<file path="src/shared/oms_pkg.sv">
// Package for the operation mode selector: register map, codes, defaults
package oms_pkg;

  // Register byte addresses
  localparam logic [7:0] OMS_REG_MODE_SEL    = 8'h00;
  localparam logic [7:0] OMS_REG_ACCEL       = 8'h04;
  localparam logic [7:0] OMS_REG_DECEL       = 8'h08;
  localparam logic [7:0] OMS_REG_RAMP2       = 8'h0C;
  localparam logic [7:0] OMS_REG_DECEL2      = 8'h10;
  localparam logic [7:0] OMS_REG_CAL_BASE    = 8'h14;
  localparam logic [7:0] OMS_REG_STATUS      = 8'h2C;
  localparam logic [7:0] OMS_REG_CLEAR       = 8'h30;
  localparam logic [7:0] OMS_REG_EFF_DECEL   = 8'h34;

  // Calibration parameter count (900..905)
  localparam int unsigned OMS_CAL_NUM        = 6;

  // Mode selection values
  localparam logic [2:0] OMS_SEL_SWITCH      = 3'h0;
  localparam logic [2:0] OMS_SEL_PANEL_ONLY  = 3'h1;
  localparam logic [2:0] OMS_SEL_TERM_ONLY   = 3'h2;
  localparam logic [2:0] OMS_SEL_COMB_FREQ   = 3'h3;
  localparam logic [2:0] OMS_SEL_COMB_RUN    = 3'h4;

  // Time values in 0.1 s units
  localparam logic [15:0] OMS_TIME_SMALL     = 16'h0032;
  localparam logic [15:0] OMS_TIME_LARGE     = 16'h0096;
  localparam logic [15:0] OMS_TIME_RAMP2     = 16'h0032;
  localparam logic [15:0] OMS_SAME_AS_RAMP2  = 16'h270F;
  localparam logic [15:0] OMS_CAL_RESET      = 16'h0000;

  // Clear register bits
  localparam int unsigned OMS_CLR_PARAM_BIT  = 0;
  localparam int unsigned OMS_CLR_ALL_BIT    = 1;

  // Status register fields
  localparam int unsigned OMS_ST_MODE_LSB    = 0;
  localparam int unsigned OMS_ST_RUN_SRC_BIT = 2;
  localparam int unsigned OMS_ST_FRQ_SRC_BIT = 3;
  localparam int unsigned OMS_ST_FSCR_BIT    = 4;

  typedef enum logic [1:0] {
    OMS_MODE_TERMINAL = 2'b00,
    OMS_MODE_PANEL    = 2'b01,
    OMS_MODE_COMBINED = 2'b10
  } oms_mode_t;

endpackage

</file>
<file path="src/verilog/oms_selector.sv">
// Operation mode selector: mode state, command sources, parameter store
//
// Notes on behaviour
// RULE1: After reset the selector is in terminal mode with terminal sources.
// RULE2: Panel mode key with both start inputs off enters panel mode and the entry screen.
// RULE3: Terminal mode key leaves panel mode only with starts off and no run, then shows label.
// RULE4: Any panel key mode change is ignored while either start input is on.
// RULE5: Writing mode selection 3 or 4 enters combined mode and shows the combined label.
// RULE6: Selection 3 takes frequency from the panel and run from the start inputs.
// RULE7: Selection 4 takes frequency from the terminals and run from panel keys.
// RULE8: Selection 0 starts in terminal mode and lets the keys switch modes.
// RULE9: Selection 1 holds panel mode and refuses any switch.
// RULE10: Selection 2 holds terminal mode and refuses any switch.
// RULE11: Second decel time of 9999 makes decel use the second ramp time.
// RULE12: Ramp defaults are 5 s or 15 s by rating, second ramp 5 s.
// RULE13: Parameter clear restores all but the six calibration parameters.
// RULE14: All-parameter clear restores every parameter including calibration.
// RULE15: A refused switch leaves mode, sources and indication unchanged.
//
// Strobed register access and the register offsets were left to the implementer.
`timescale 1ns/1ps
`default_nettype none

module oms_selector #(
  parameter bit LARGE_RATING = 1'b0
) (
  // Clock and reset
  input  wire logic                 ref_clk,
  input  wire logic                 nrst,
  // Register port
  input  wire logic [7:0]           reg_addr,
  input  wire logic [31:0]          reg_wdata,
  input  wire logic                 reg_wr,
  input  wire logic                 reg_rd,
  output logic [31:0]               reg_rdata,
  // Terminal pins, asynchronous
  input  wire logic                 forward_start_input,
  input  wire logic                 reverse_start_input,
  // Panel keys, synchronous one-cycle pulses
  input  wire logic                 panel_mode_key,
  input  wire logic                 terminal_mode_key,
  input  wire logic                 panel_fwd_key,
  input  wire logic                 panel_rev_key,
  input  wire logic                 panel_stop_key,
  // Mode indication and sources
  output oms_pkg::oms_mode_t        mode,
  output logic                      terminal_mode_label,
  output logic                      combined_mode_label,
  output logic                      freq_entry_screen,
  output logic                      run_from_panel,
  output logic                      freq_from_panel,
  output logic                      run_active,
  output logic                      run_reverse,
  // Effective ramp times
  output logic [15:0]               accel_time_out,
  output logic [15:0]               decel_time_out
);
  import oms_pkg::*;

  // Ramp default depends on the rating
  localparam logic [15:0] RAMP_DFLT = LARGE_RATING ? OMS_TIME_LARGE : OMS_TIME_SMALL;

  ////////////////////////////////////////////////////////////////////////////
  // Start input synchronisers
  logic [2:0] fwd_sync_q;
  logic [2:0] rev_sync_q;
  logic       fwd_q;
  logic       rev_q;

  always_ff @(posedge ref_clk or negedge nrst) begin
    if (!nrst) begin
      fwd_sync_q <= 3'h0;
      rev_sync_q <= 3'h0;
    end else begin
      fwd_sync_q <= {fwd_sync_q[1:0], forward_start_input};
      rev_sync_q <= {rev_sync_q[1:0], reverse_start_input};
    end
  end

  // Change accepted once stages two and three agree
  always_ff @(posedge ref_clk or negedge nrst) begin
    if (!nrst) begin
      fwd_q <= 1'b0;
      rev_q <= 1'b0;
    end else begin
      if (fwd_sync_q[1] == fwd_sync_q[2]) begin
        fwd_q <= fwd_sync_q[2];
      end
      if (rev_sync_q[1] == rev_sync_q[2]) begin
        rev_q <= rev_sync_q[2];
      end
    end
  end

  logic starts_off;
  assign starts_off = !fwd_q && !rev_q;

  ////////////////////////////////////////////////////////////////////////////
  // Parameter store
  logic [2:0]  mode_sel_q;
  logic [15:0] accel_q;
  logic [15:0] decel_q;
  logic [15:0] ramp2_q;
  logic [15:0] decel2_q;
  logic [15:0] cal_q [OMS_CAL_NUM];
  logic        mode_sel_wr;
  logic        clr_param;
  logic        clr_all;

  function automatic logic hit(input logic [7:0] a, input logic [7:0] base);
    hit = (a == base);
  endfunction

  assign mode_sel_wr = reg_wr && hit(reg_addr, OMS_REG_MODE_SEL) && reg_wdata[2:0] <= 3'h4;
  assign clr_param   = reg_wr && hit(reg_addr, OMS_REG_CLEAR) && reg_wdata[OMS_CLR_PARAM_BIT];
  assign clr_all     = reg_wr && hit(reg_addr, OMS_REG_CLEAR) && reg_wdata[OMS_CLR_ALL_BIT];

  always_ff @(posedge ref_clk or negedge nrst) begin
    if (!nrst) begin
      mode_sel_q <= OMS_SEL_SWITCH;
      accel_q    <= RAMP_DFLT;
      decel_q    <= RAMP_DFLT;
      ramp2_q    <= OMS_TIME_RAMP2;
      decel2_q   <= OMS_SAME_AS_RAMP2;
    // RULE13 RULE14 clear common part
    end else if (clr_param || clr_all) begin
      // RULE12 factory ramp values
      mode_sel_q <= OMS_SEL_SWITCH;
      accel_q    <= RAMP_DFLT;
      decel_q    <= RAMP_DFLT;
      ramp2_q    <= OMS_TIME_RAMP2;
      decel2_q   <= OMS_SAME_AS_RAMP2;
    end else if (reg_wr) begin
      // Out of range mode values are ignored
      if (mode_sel_wr) begin
        mode_sel_q <= reg_wdata[2:0];
      end
      if (hit(reg_addr, OMS_REG_ACCEL)) begin
        accel_q <= reg_wdata[15:0];
      end
      if (hit(reg_addr, OMS_REG_DECEL)) begin
        decel_q <= reg_wdata[15:0];
      end
      if (hit(reg_addr, OMS_REG_RAMP2)) begin
        ramp2_q <= reg_wdata[15:0];
      end
      if (hit(reg_addr, OMS_REG_DECEL2)) begin
        decel2_q <= reg_wdata[15:0];
      end
    end
  end

  genvar gi;
  generate
    for (gi = 0; gi < OMS_CAL_NUM; gi++) begin : g_cal
      always_ff @(posedge ref_clk or negedge nrst) begin
        if (!nrst) begin
          cal_q[gi] <= OMS_CAL_RESET;
        // RULE14 calibration cleared only here
        end else if (clr_all) begin
          cal_q[gi] <= OMS_CAL_RESET;
        // RULE13 kept on plain clear
        end else if (reg_wr && !clr_param &&
                     hit(reg_addr, OMS_REG_CAL_BASE + 8'(4 * gi))) begin
          cal_q[gi] <= reg_wdata[15:0];
        end
      end
    end
  endgenerate

  // RULE11 decel falls back to second ramp
  logic [15:0] eff_decel2;
  assign eff_decel2 = (decel2_q == OMS_SAME_AS_RAMP2) ? ramp2_q : decel2_q;

  ////////////////////////////////////////////////////////////////////////////
  // Operation mode
  logic [2:0] new_sel;
  assign new_sel = reg_wdata[2:0];

  always_ff @(posedge ref_clk or negedge nrst) begin
    if (!nrst) begin
      // RULE1 terminal mode after power on
      mode              <= OMS_MODE_TERMINAL;
      freq_entry_screen <= 1'b0;
    end else if (clr_param || clr_all) begin
      // RULE8 default selection restarts in terminal
      mode              <= OMS_MODE_TERMINAL;
      freq_entry_screen <= 1'b0;
    end else if (mode_sel_wr) begin
      case (new_sel)
        // RULE9 panel only
        OMS_SEL_PANEL_ONLY: begin
          mode              <= OMS_MODE_PANEL;
          freq_entry_screen <= 1'b1;
        end
        // RULE10 terminal only
        OMS_SEL_TERM_ONLY: begin
          mode              <= OMS_MODE_TERMINAL;
          freq_entry_screen <= 1'b0;
        end
        // RULE5 combined values
        OMS_SEL_COMB_FREQ, OMS_SEL_COMB_RUN: begin
          mode              <= OMS_MODE_COMBINED;
          freq_entry_screen <= 1'b0;
        end
        default: begin
          mode              <= OMS_MODE_TERMINAL;
          freq_entry_screen <= 1'b0;
        end
      endcase
    // RULE8 keys act only in switching selection
    end else if (mode_sel_q == OMS_SEL_SWITCH) begin
      // RULE4 RULE2 panel key needs starts off
      if (panel_mode_key && starts_off && mode == OMS_MODE_TERMINAL) begin
        mode              <= OMS_MODE_PANEL;
        freq_entry_screen <= 1'b1;
      // RULE3 RULE4 terminal key needs idle run
      end else if (terminal_mode_key && starts_off && !run_active &&
                   mode == OMS_MODE_PANEL) begin
        mode              <= OMS_MODE_TERMINAL;
        freq_entry_screen <= 1'b0;
      end
      // RULE15 refused keys change nothing
    end
  end

  ////////////////////////////////////////////////////////////////////////////
  // Command sources
  always_comb begin
    run_from_panel  = 1'b0;
    freq_from_panel = 1'b0;
    case (mode)
      OMS_MODE_PANEL: begin
        run_from_panel  = 1'b1;
        freq_from_panel = 1'b1;
      end
      OMS_MODE_COMBINED: begin
        // RULE6 RULE7 split sources
        run_from_panel  = (mode_sel_q == OMS_SEL_COMB_RUN);
        freq_from_panel = (mode_sel_q == OMS_SEL_COMB_FREQ);
      end
      default: begin
        run_from_panel  = 1'b0;
        freq_from_panel = 1'b0;
      end
    endcase
  end

  // Panel run latch; stop key or leaving panel run source ends it
  logic panel_run_q;
  logic panel_rev_q;

  always_ff @(posedge ref_clk or negedge nrst) begin
    if (!nrst) begin
      panel_run_q <= 1'b0;
      panel_rev_q <= 1'b0;
    end else if (!run_from_panel || panel_stop_key) begin
      panel_run_q <= 1'b0;
    end else if (panel_fwd_key) begin
      panel_run_q <= 1'b1;
      panel_rev_q <= 1'b0;
    end else if (panel_rev_key) begin
      panel_run_q <= 1'b1;
      panel_rev_q <= 1'b1;
    end
  end

  // Both start inputs on counts as stop
  always_comb begin
    if (run_from_panel) begin
      run_active  = panel_run_q;
      run_reverse = panel_rev_q;
    end else begin
      run_active  = fwd_q ^ rev_q;
      run_reverse = rev_q && !fwd_q;
    end
  end

  assign terminal_mode_label = (mode == OMS_MODE_TERMINAL);
  assign combined_mode_label = (mode == OMS_MODE_COMBINED);

  always_ff @(posedge ref_clk or negedge nrst) begin
    if (!nrst) begin
      accel_time_out <= RAMP_DFLT;
      decel_time_out <= RAMP_DFLT;
    end else begin
      accel_time_out <= accel_q;
      decel_time_out <= decel_q;
    end
  end

  ////////////////////////////////////////////////////////////////////////////
  // Read port
  logic [31:0] rd_d;

  always_comb begin
    rd_d = 32'h0000_0000;
    if (hit(reg_addr, OMS_REG_MODE_SEL)) begin
      rd_d[2:0] = mode_sel_q;
    end else if (hit(reg_addr, OMS_REG_ACCEL)) begin
      rd_d[15:0] = accel_q;
    end else if (hit(reg_addr, OMS_REG_DECEL)) begin
      rd_d[15:0] = decel_q;
    end else if (hit(reg_addr, OMS_REG_RAMP2)) begin
      rd_d[15:0] = ramp2_q;
    end else if (hit(reg_addr, OMS_REG_DECEL2)) begin
      rd_d[15:0] = decel2_q;
    end else if (hit(reg_addr, OMS_REG_EFF_DECEL)) begin
      rd_d[15:0] = eff_decel2;
    end else if (hit(reg_addr, OMS_REG_STATUS)) begin
      rd_d[OMS_ST_MODE_LSB +: 2]  = mode;
      rd_d[OMS_ST_RUN_SRC_BIT]    = run_from_panel;
      rd_d[OMS_ST_FRQ_SRC_BIT]    = freq_from_panel;
      rd_d[OMS_ST_FSCR_BIT]       = freq_entry_screen;
    end else begin
      for (int i = 0; i < OMS_CAL_NUM; i++) begin
        if (hit(reg_addr, OMS_REG_CAL_BASE + 8'(4 * i))) begin
          rd_d[15:0] = cal_q[i];
        end
      end
    end
  end

  always_ff @(posedge ref_clk or negedge nrst) begin
    if (!nrst) begin
      reg_rdata <= 32'h0000_0000;
    end else if (reg_rd) begin
      reg_rdata <= rd_d;
    end else begin
      reg_rdata <= 32'h0000_0000;
    end
  end

endmodule

`default_nettype wire

</file>
<file path="config.mk">
export PLATFORM = sky130hd
export DESIGN_NAME = oms_selector
export DESIGN_NICKNAME = d
export VERILOG_FILES = /design/src/shared/oms_pkg.sv /design/src/verilog/oms_selector.sv
export SDC_FILE = /design/constraint.sdc
export NUM_CORES = 1
export LEC_CHECK = 0
export ABC_AREA = 1
export BUFFER_PORTS_ARGS = -buffer_cell sky130_fd_sc_hd__buf_2
export CAP_MARGIN = 0
export CORE_MARGIN = 3
export CORE_UTILIZATION = 45
export DETAILED_ROUTE_END_ITERATION = 10
export PLACE_DENSITY = 0.66
export SYNTH_ARGS = -nofsm -noshare
export SYNTH_HDL_FRONTEND = slang
export SYNTH_SLANG_ARGS = --single-unit
</file>
<file path="constraint.sdc">
create_clock -name ref_clk -period 2.1 [get_ports ref_clk]
set_input_delay 0.21 -clock ref_clk [delete_from_list [all_inputs] [get_ports ref_clk]]
set_output_delay 0.21 -clock ref_clk [all_outputs]
set_load 0.02 [all_outputs]
</file>
Word level (Yosys, flattened, before mapping). Index checks and enable logic that the tools add are counted. Widths: inputs -> output; s select.

Reductions and logical operators: 53. Mux-type cells: 64. Bitwise gates (word level): 2. Equality and inequality tests: 23. Order comparisons: 1.

Operators with widths (number): $mux 16 (37); $eq 8x6->1 const B (6); $eq 8x5->1 const B (4); $reduce_bool 2->1 (13); $logic_and 1x1->1 (19); $eq 16x14->1 const B (1); $eq 8x4->1 const B (2); $reduce_and 2->1 (7); $mux 13 (1); $mux 1 (12); $mux 3 (4); $mux 11 (1); $mux 2 (5); $eq 8x3->1 const B (1); $logic_not 8->1 (1); $eq 3x2->1 const B (2); $eq 3x3->1 const B (2); $reduce_bool 3->1 (2); $logic_not 1->1 (5); $mux 5 (1); $pmux 1 s2 (2); $pmux 2 s2 (1); $reduce_bool 4->1 (1); $eq 3x1->1 const B (1); 10 further kinds (12).

Logic and storage cells: 165. Input port bits: 51. Register bits: 240. Output and inout bits: 73.

Longest topological paths before layout.
Word-level depth: 15. Gate-level depth with buffers: 15. Depth with buffers taken out: 15.

Worst setup path after synthesis. OpenSTA, ideal clock, no wires.

Kind: register -> register. Start point: register mode[0]. End point: register mode[0]. Library setup time: 123 ps. Data required time: 1977 ps. Setup slack: 83 ps. Arrival time: 1894 ps. Cell stages (with the launch flop): 13. Path buffers: 0. Clock period less this slack: 2017 ps. Cell sequence: dfrtp_1 > inv_1 > ha_1 > nand2_1 > o21ai_0 > nand2_1 > o21a_1 > inv_1 > o21ai_0 > nand2_1 > nand2_1 > nor2_1 > a21oi_1.

Cells in the longest elaborated chain, start to end: 8.

RTL lines: from (decl) (RTL line oms_selector.sv:46) `output oms_pkg::oms_mode_t mode,`; from (signal assigned) (RTL line oms_selector.sv:183) `mode <= OMS_MODE_TERMINAL;`; from (signal assigned) (RTL line oms_selector.sv:187) `mode <= OMS_MODE_TERMINAL;`; from (signal assigned) (RTL line oms_selector.sv:193) `mode <= OMS_MODE_PANEL;`; $eq 2x2->1; net combined_mode_label (RTL line oms_selector.sv:48) `output logic combined_mode_label,`; $pmux 1 s2 (RTL line oms_selector.sv:232) `case (mode)`; $mux 1 (RTL line oms_selector.sv:270) `if (run_from_panel) begin`; net run_active (RTL line oms_selector.sv:52) `output logic run_active,`; $logic_not 1->1 (RTL line oms_selector.sv:218) `end else if (terminal_mode_key && starts_off && !run_active &&`; $logic_and 1x1->1 (2 in series) (RTL line oms_selector.sv:218); $reduce_bool 4->1 (no source line); $reduce_and 2->1 (no source line).

The timed path passes the listed nets, and every way through them passes these cells. The select of a mux whose other input is x is not followed. A chain may end at the register's enable or synchronous reset.

Final worst setup path.
Start point: register mode[0]. End point: output port run_active.

Cells in the longest elaborated chain, start to end: 3.

RTL lines (RTL line): $eq 2x2->1 / $eq 2x1->1 (equally long branches) (oms_selector.sv:232); $pmux 1 s2 * (oms_selector.sv:232); $mux 1 * (oms_selector.sv:270); to (decl) (oms_selector.sv:52).

Every way passes the cells marked *; elsewhere a longest branch is shown, timed or not.

==> impl_metrics.csv <==
group,metric,value,unit
status,status,"finished with violations",
status,failed_checks,"setup timing",
setup_path,worst_setup_path_end_kind,"output pin",
place,gp_congestion,0.876,
setup_path,cp_num_buf_inv,3,
sta,worst_slack,-0.0131,ns
place,dp_slack,0.0145,ns
setup_path,worst-setup-path-type,"reg -> out",
cells_and_area,layout_common_cells,"nand2_1, dfrtp_1, inv_1, o21ai_0",
setup_path,path_cells,"inv_2 -> ha_2 -> nand2_2 -> o21ai_2 -> nand2_4 -> o21a_4 -> inv_4 -> buf_6",
sta,slew_headroom,0.267,
sta,tns,-0.0134,ns
logic_synthesis,ys_warn_count,0,
grt,antenna_found_initial,0,
power_and_ir_drop,power,0.0103,W
place,placed_area,0.0109,mm^2
job,maxCapViolations,0,
grt,top_usage_layer,"met2",
clock_network,cts.path.max_buffers,3,
setup_path,cp_max_fo,4,
cells_and_area,register_area,0.00561,mm^2
detailed_routing,drc,0,
cells_and_area,fillCellCount,1927,
clock_network,h-tree-depth,1,
cells_and_area,fin_util,0.557,
grt,grtUsageMet1,0.284,
logic_synthesis,ys.flop_type,"dfrtp_1",
setup_path,worst-r2r-setup-slack,0.10,ns
cells_and_area,syn_to_final_growth,19.1,%
cells_and_area,final_nets,1333,
logic_synthesis,syn-cell-area,0.0100,mm^2
floorplanning,die_w,155,um
sta,hold_violations,0,
clock_network,cts_buffers,24,
logic_synthesis,syn_inst,1148,
setup_path,crit_arrival,1.90,ns
detailed_routing,drt_wl_total,23800,um
floorplanning,die-area,0.0241,mm^2
logic_synthesis,synthArstFlopShare,1.00,
floorplanning,rows,53,
sta,period_share,1.01,
sta,rsz0062_at_grt,"yes",
setup_path,crit_family,"compound AO/OA/AOI/OAI gates",
logic_synthesis,synth_edf_count,0,
setup_path,cpPeakStageDelay,0.39,ns
setup_path,startpoint_type,"flip-flop",
power_and_ir_drop,power.density,859,mW/mm^2
grt,grt_start_max_net_pins,68,
detailed_routing,drtAntennaViolNets,0,
clock_network,clock-sinks,223,
power_and_ir_drop,ir_drop,0.432,mV
clock_network,clk_latency,0.52,ns
place,portBuffers,91,
grt,grt_overflow_total,0,
floorplanning,die_h,155,um
clock_network,cts_tree,"built",
logic_synthesis,ys_ff_latch,223,
setup_path,cp_data_required_time,1.89,ns
detailed_routing,wl_per_cell,15.2,um
min_path,hold_class,"in -> reg",
cells_and_area,multi_input_area,0.00371,mm^2
grt,grtUsageMet3,0.0253,
grt,grt_pass1_wl,39300,um
floorplanning,core_area,0.0214,mm^2
logic_synthesis,yosysSeqAreaShare,0.560,
sta,finalCriticalPeriod,2.11,ns
floorplanning,start_util,0.468,
logic_synthesis,syn_avg_cell_area,8.73,um^2
cells_and_area,design_area,0.0119,mm^2
sta,final.setup_skew,0.00904,ns
place,place_hpwl,17400,um
power_and_ir_drop,p_leak,6.13,nW
cells_and_area,final_common_cell,"nand2_1",
sta,slew_violations,0,
cells_and_area,num_antenna_cells,0,
grt,use_met2,0.310,
sta,worstMarginPinSlew,1.10,ns
detailed_routing,drt-vias-per-instance,5.08,
setup_path,cp_slowest_cell,"dfrtp_1",
detailed_routing,firstDrtPassIters,5,
grt,grt_pass1_vias,7515,
logic_synthesis,ys_types,38,
grt,track_usage,0.197,
clock_network,cts.clk_slew.worst_paths,0.06,ns
sta,setup_viol_count_final,2,
sta,max_freq,0.473,GHz
detailed_routing,vias,7983,
cells_and_area,layout-drive-gt1-share,0.207,
floorplanning,pin_count,124,
detailed_routing,first_iter_violations,496,
clock_network,clock-root-buffer,"clkbuf_16",
## power by group
group          switching, W  internal, W  leakage [nW]
Combinational      0.000654     0.000373          2.99
Clock               0.00174      0.00268         0.401
Sequential         0.000157      0.00465          2.74
Total               0.00255      0.00770          6.13
## flip-flops by register name (all words and copies together), names as in the netlist, 2 cells and up
| signal | cells |
|---|---|
| accel_time_out | 16 |
| mode_sel_q | 3 |
| fwd_sync_q | 3 |
| rev_sync_q | 3 |
| ramp2_q | 16 |
| accel_q | 16 |
| cal_q | 96 |
| mode | 2 |
| decel_q | 16 |
| reg_rdata | 16 |
| decel2_q | 16 |
| decel_time_out | 16 |
## worst paths after layout
path | cells after the start | to | start
min in group asynchronous | 2 | decel_time_out[2] | nrst
worst max-delay path | 8 | run_active | mode[0]
worst min register to register | 0 | fwd_sync_q[1] | fwd_sync_q[0]
worst min-delay path | 3 | decel2_q[2] | reg_wdata[2]
max in group asynchronous | 3 | cal_q[62] | nrst
worst max register to register | 10 | panel_run_q | mode[0]
## worst min-delay path: cells and delay by family
kind	cells	cell delay, ns
buffers and inverters	2	0.23
AO/OA/AOI/OAI	1	0.09
## metrics by stage
stage          hold slack [ns]  instances
2_1_floorplan          -0.0856       1163
3_3_place_gp             0.122       1511
3_5_place_dp             0.124       1511
4_1_cts                0.00198       1569
5_1_grt                 0.0237       1570
6_report                0.0169       1570
## area by class of cell
type | count | share of cell area
flip-flops and latches | 223 | 0.470
multi-input cells | 762 | 0.311
repair buffers | 152 | 0.0834
clock buffers | 28 | 0.0533
inverters | 114 | 0.0363
well taps | 275 | 0.0288
clock inverters | 16 | 0.0177
## repair_timing
| action | 4_1_cts | 5_1_grt |
|---|---|---|
| endpoints found under the setup margin | 4 | 9 |
| buffers inserted | 2 | 1 |
| hold buffers | 12 | 0 |
| endpoints found under the hold margin | 189 | 0 |
| gates resized for setup | 17 | 11 |
| pin swaps | 3 | 6 |
## cells in the mapped netlist, types with 2 or more instances
| cell type | count | share of area |
|---|---|---|
| nand2_1 | 327 | 0.12 |
| dfrtp_1 | 200 | 0.50 |
| inv_1 | 106 | 0.040 |
| o21ai_0 | 93 | 0.046 |
| nor2_1 | 88 | 0.033 |
| o22ai_1 | 63 | 0.039 |
| nand3_1 | 43 | 0.021 |
| nand4_1 | 31 | 0.019 |
| o21ai_1 | 28 | 0.014 |
| buf_2 | 24 | 0.012 |
| buf_4 | 24 | 0.018 |
| dfstp_2 | 23 | 0.060 |
| o21ai_2 | 14 | 0.012 |
| clkbuf_1 | 11 | 0.0041 |
| a21oi_1 | 10 | 0.0050 |
| inv_2 | 8 | 0.0030 |
| or2_2 | 7 | 0.0044 |
| buf_6 | 5 | 0.0056 |
| ha_1 | 5 | 0.0062 |
| nand3b_1 | 5 | 0.0037 |
| nor2_2 | 5 | 0.0031 |
| nor4_1 | 4 | 0.0025 |
| nand2_2 | 3 | 0.0019 |
| nor2_4 | 3 | 0.0034 |
| maj3_1 | 2 | 0.0020 |
| nor3_1 | 2 | 0.0010 |
| nor3_4 | 2 | 0.0032 |
| o2111ai_1 | 2 | 0.0017 |
## logic make-up (layout without fill, tap and decap cells)
kind of cell / after synthesis / count (layout) / synth area share
adders and majority gates: 7 / 7 / 0.00824
other: 1 / 16 / 0.000374
DFF: 223 / 223 / 0.560
and+or+nand+nor: 523 / 523 / 0.225
AOI/OAI and AO/OA: 216 / 216 / 0.124
buffers and inverters: 178 / 310 / 0.0824
## metal layers
metal | part of all wire | wire, um
met1 | 0.46 | 10900
met2 | 0.47 | 11100
met3 | 0.045 | 1070
met4 | 0.030 | 708
met5 | 0 | 0
No activity file was read; power rests on OpenSTA's default activity.
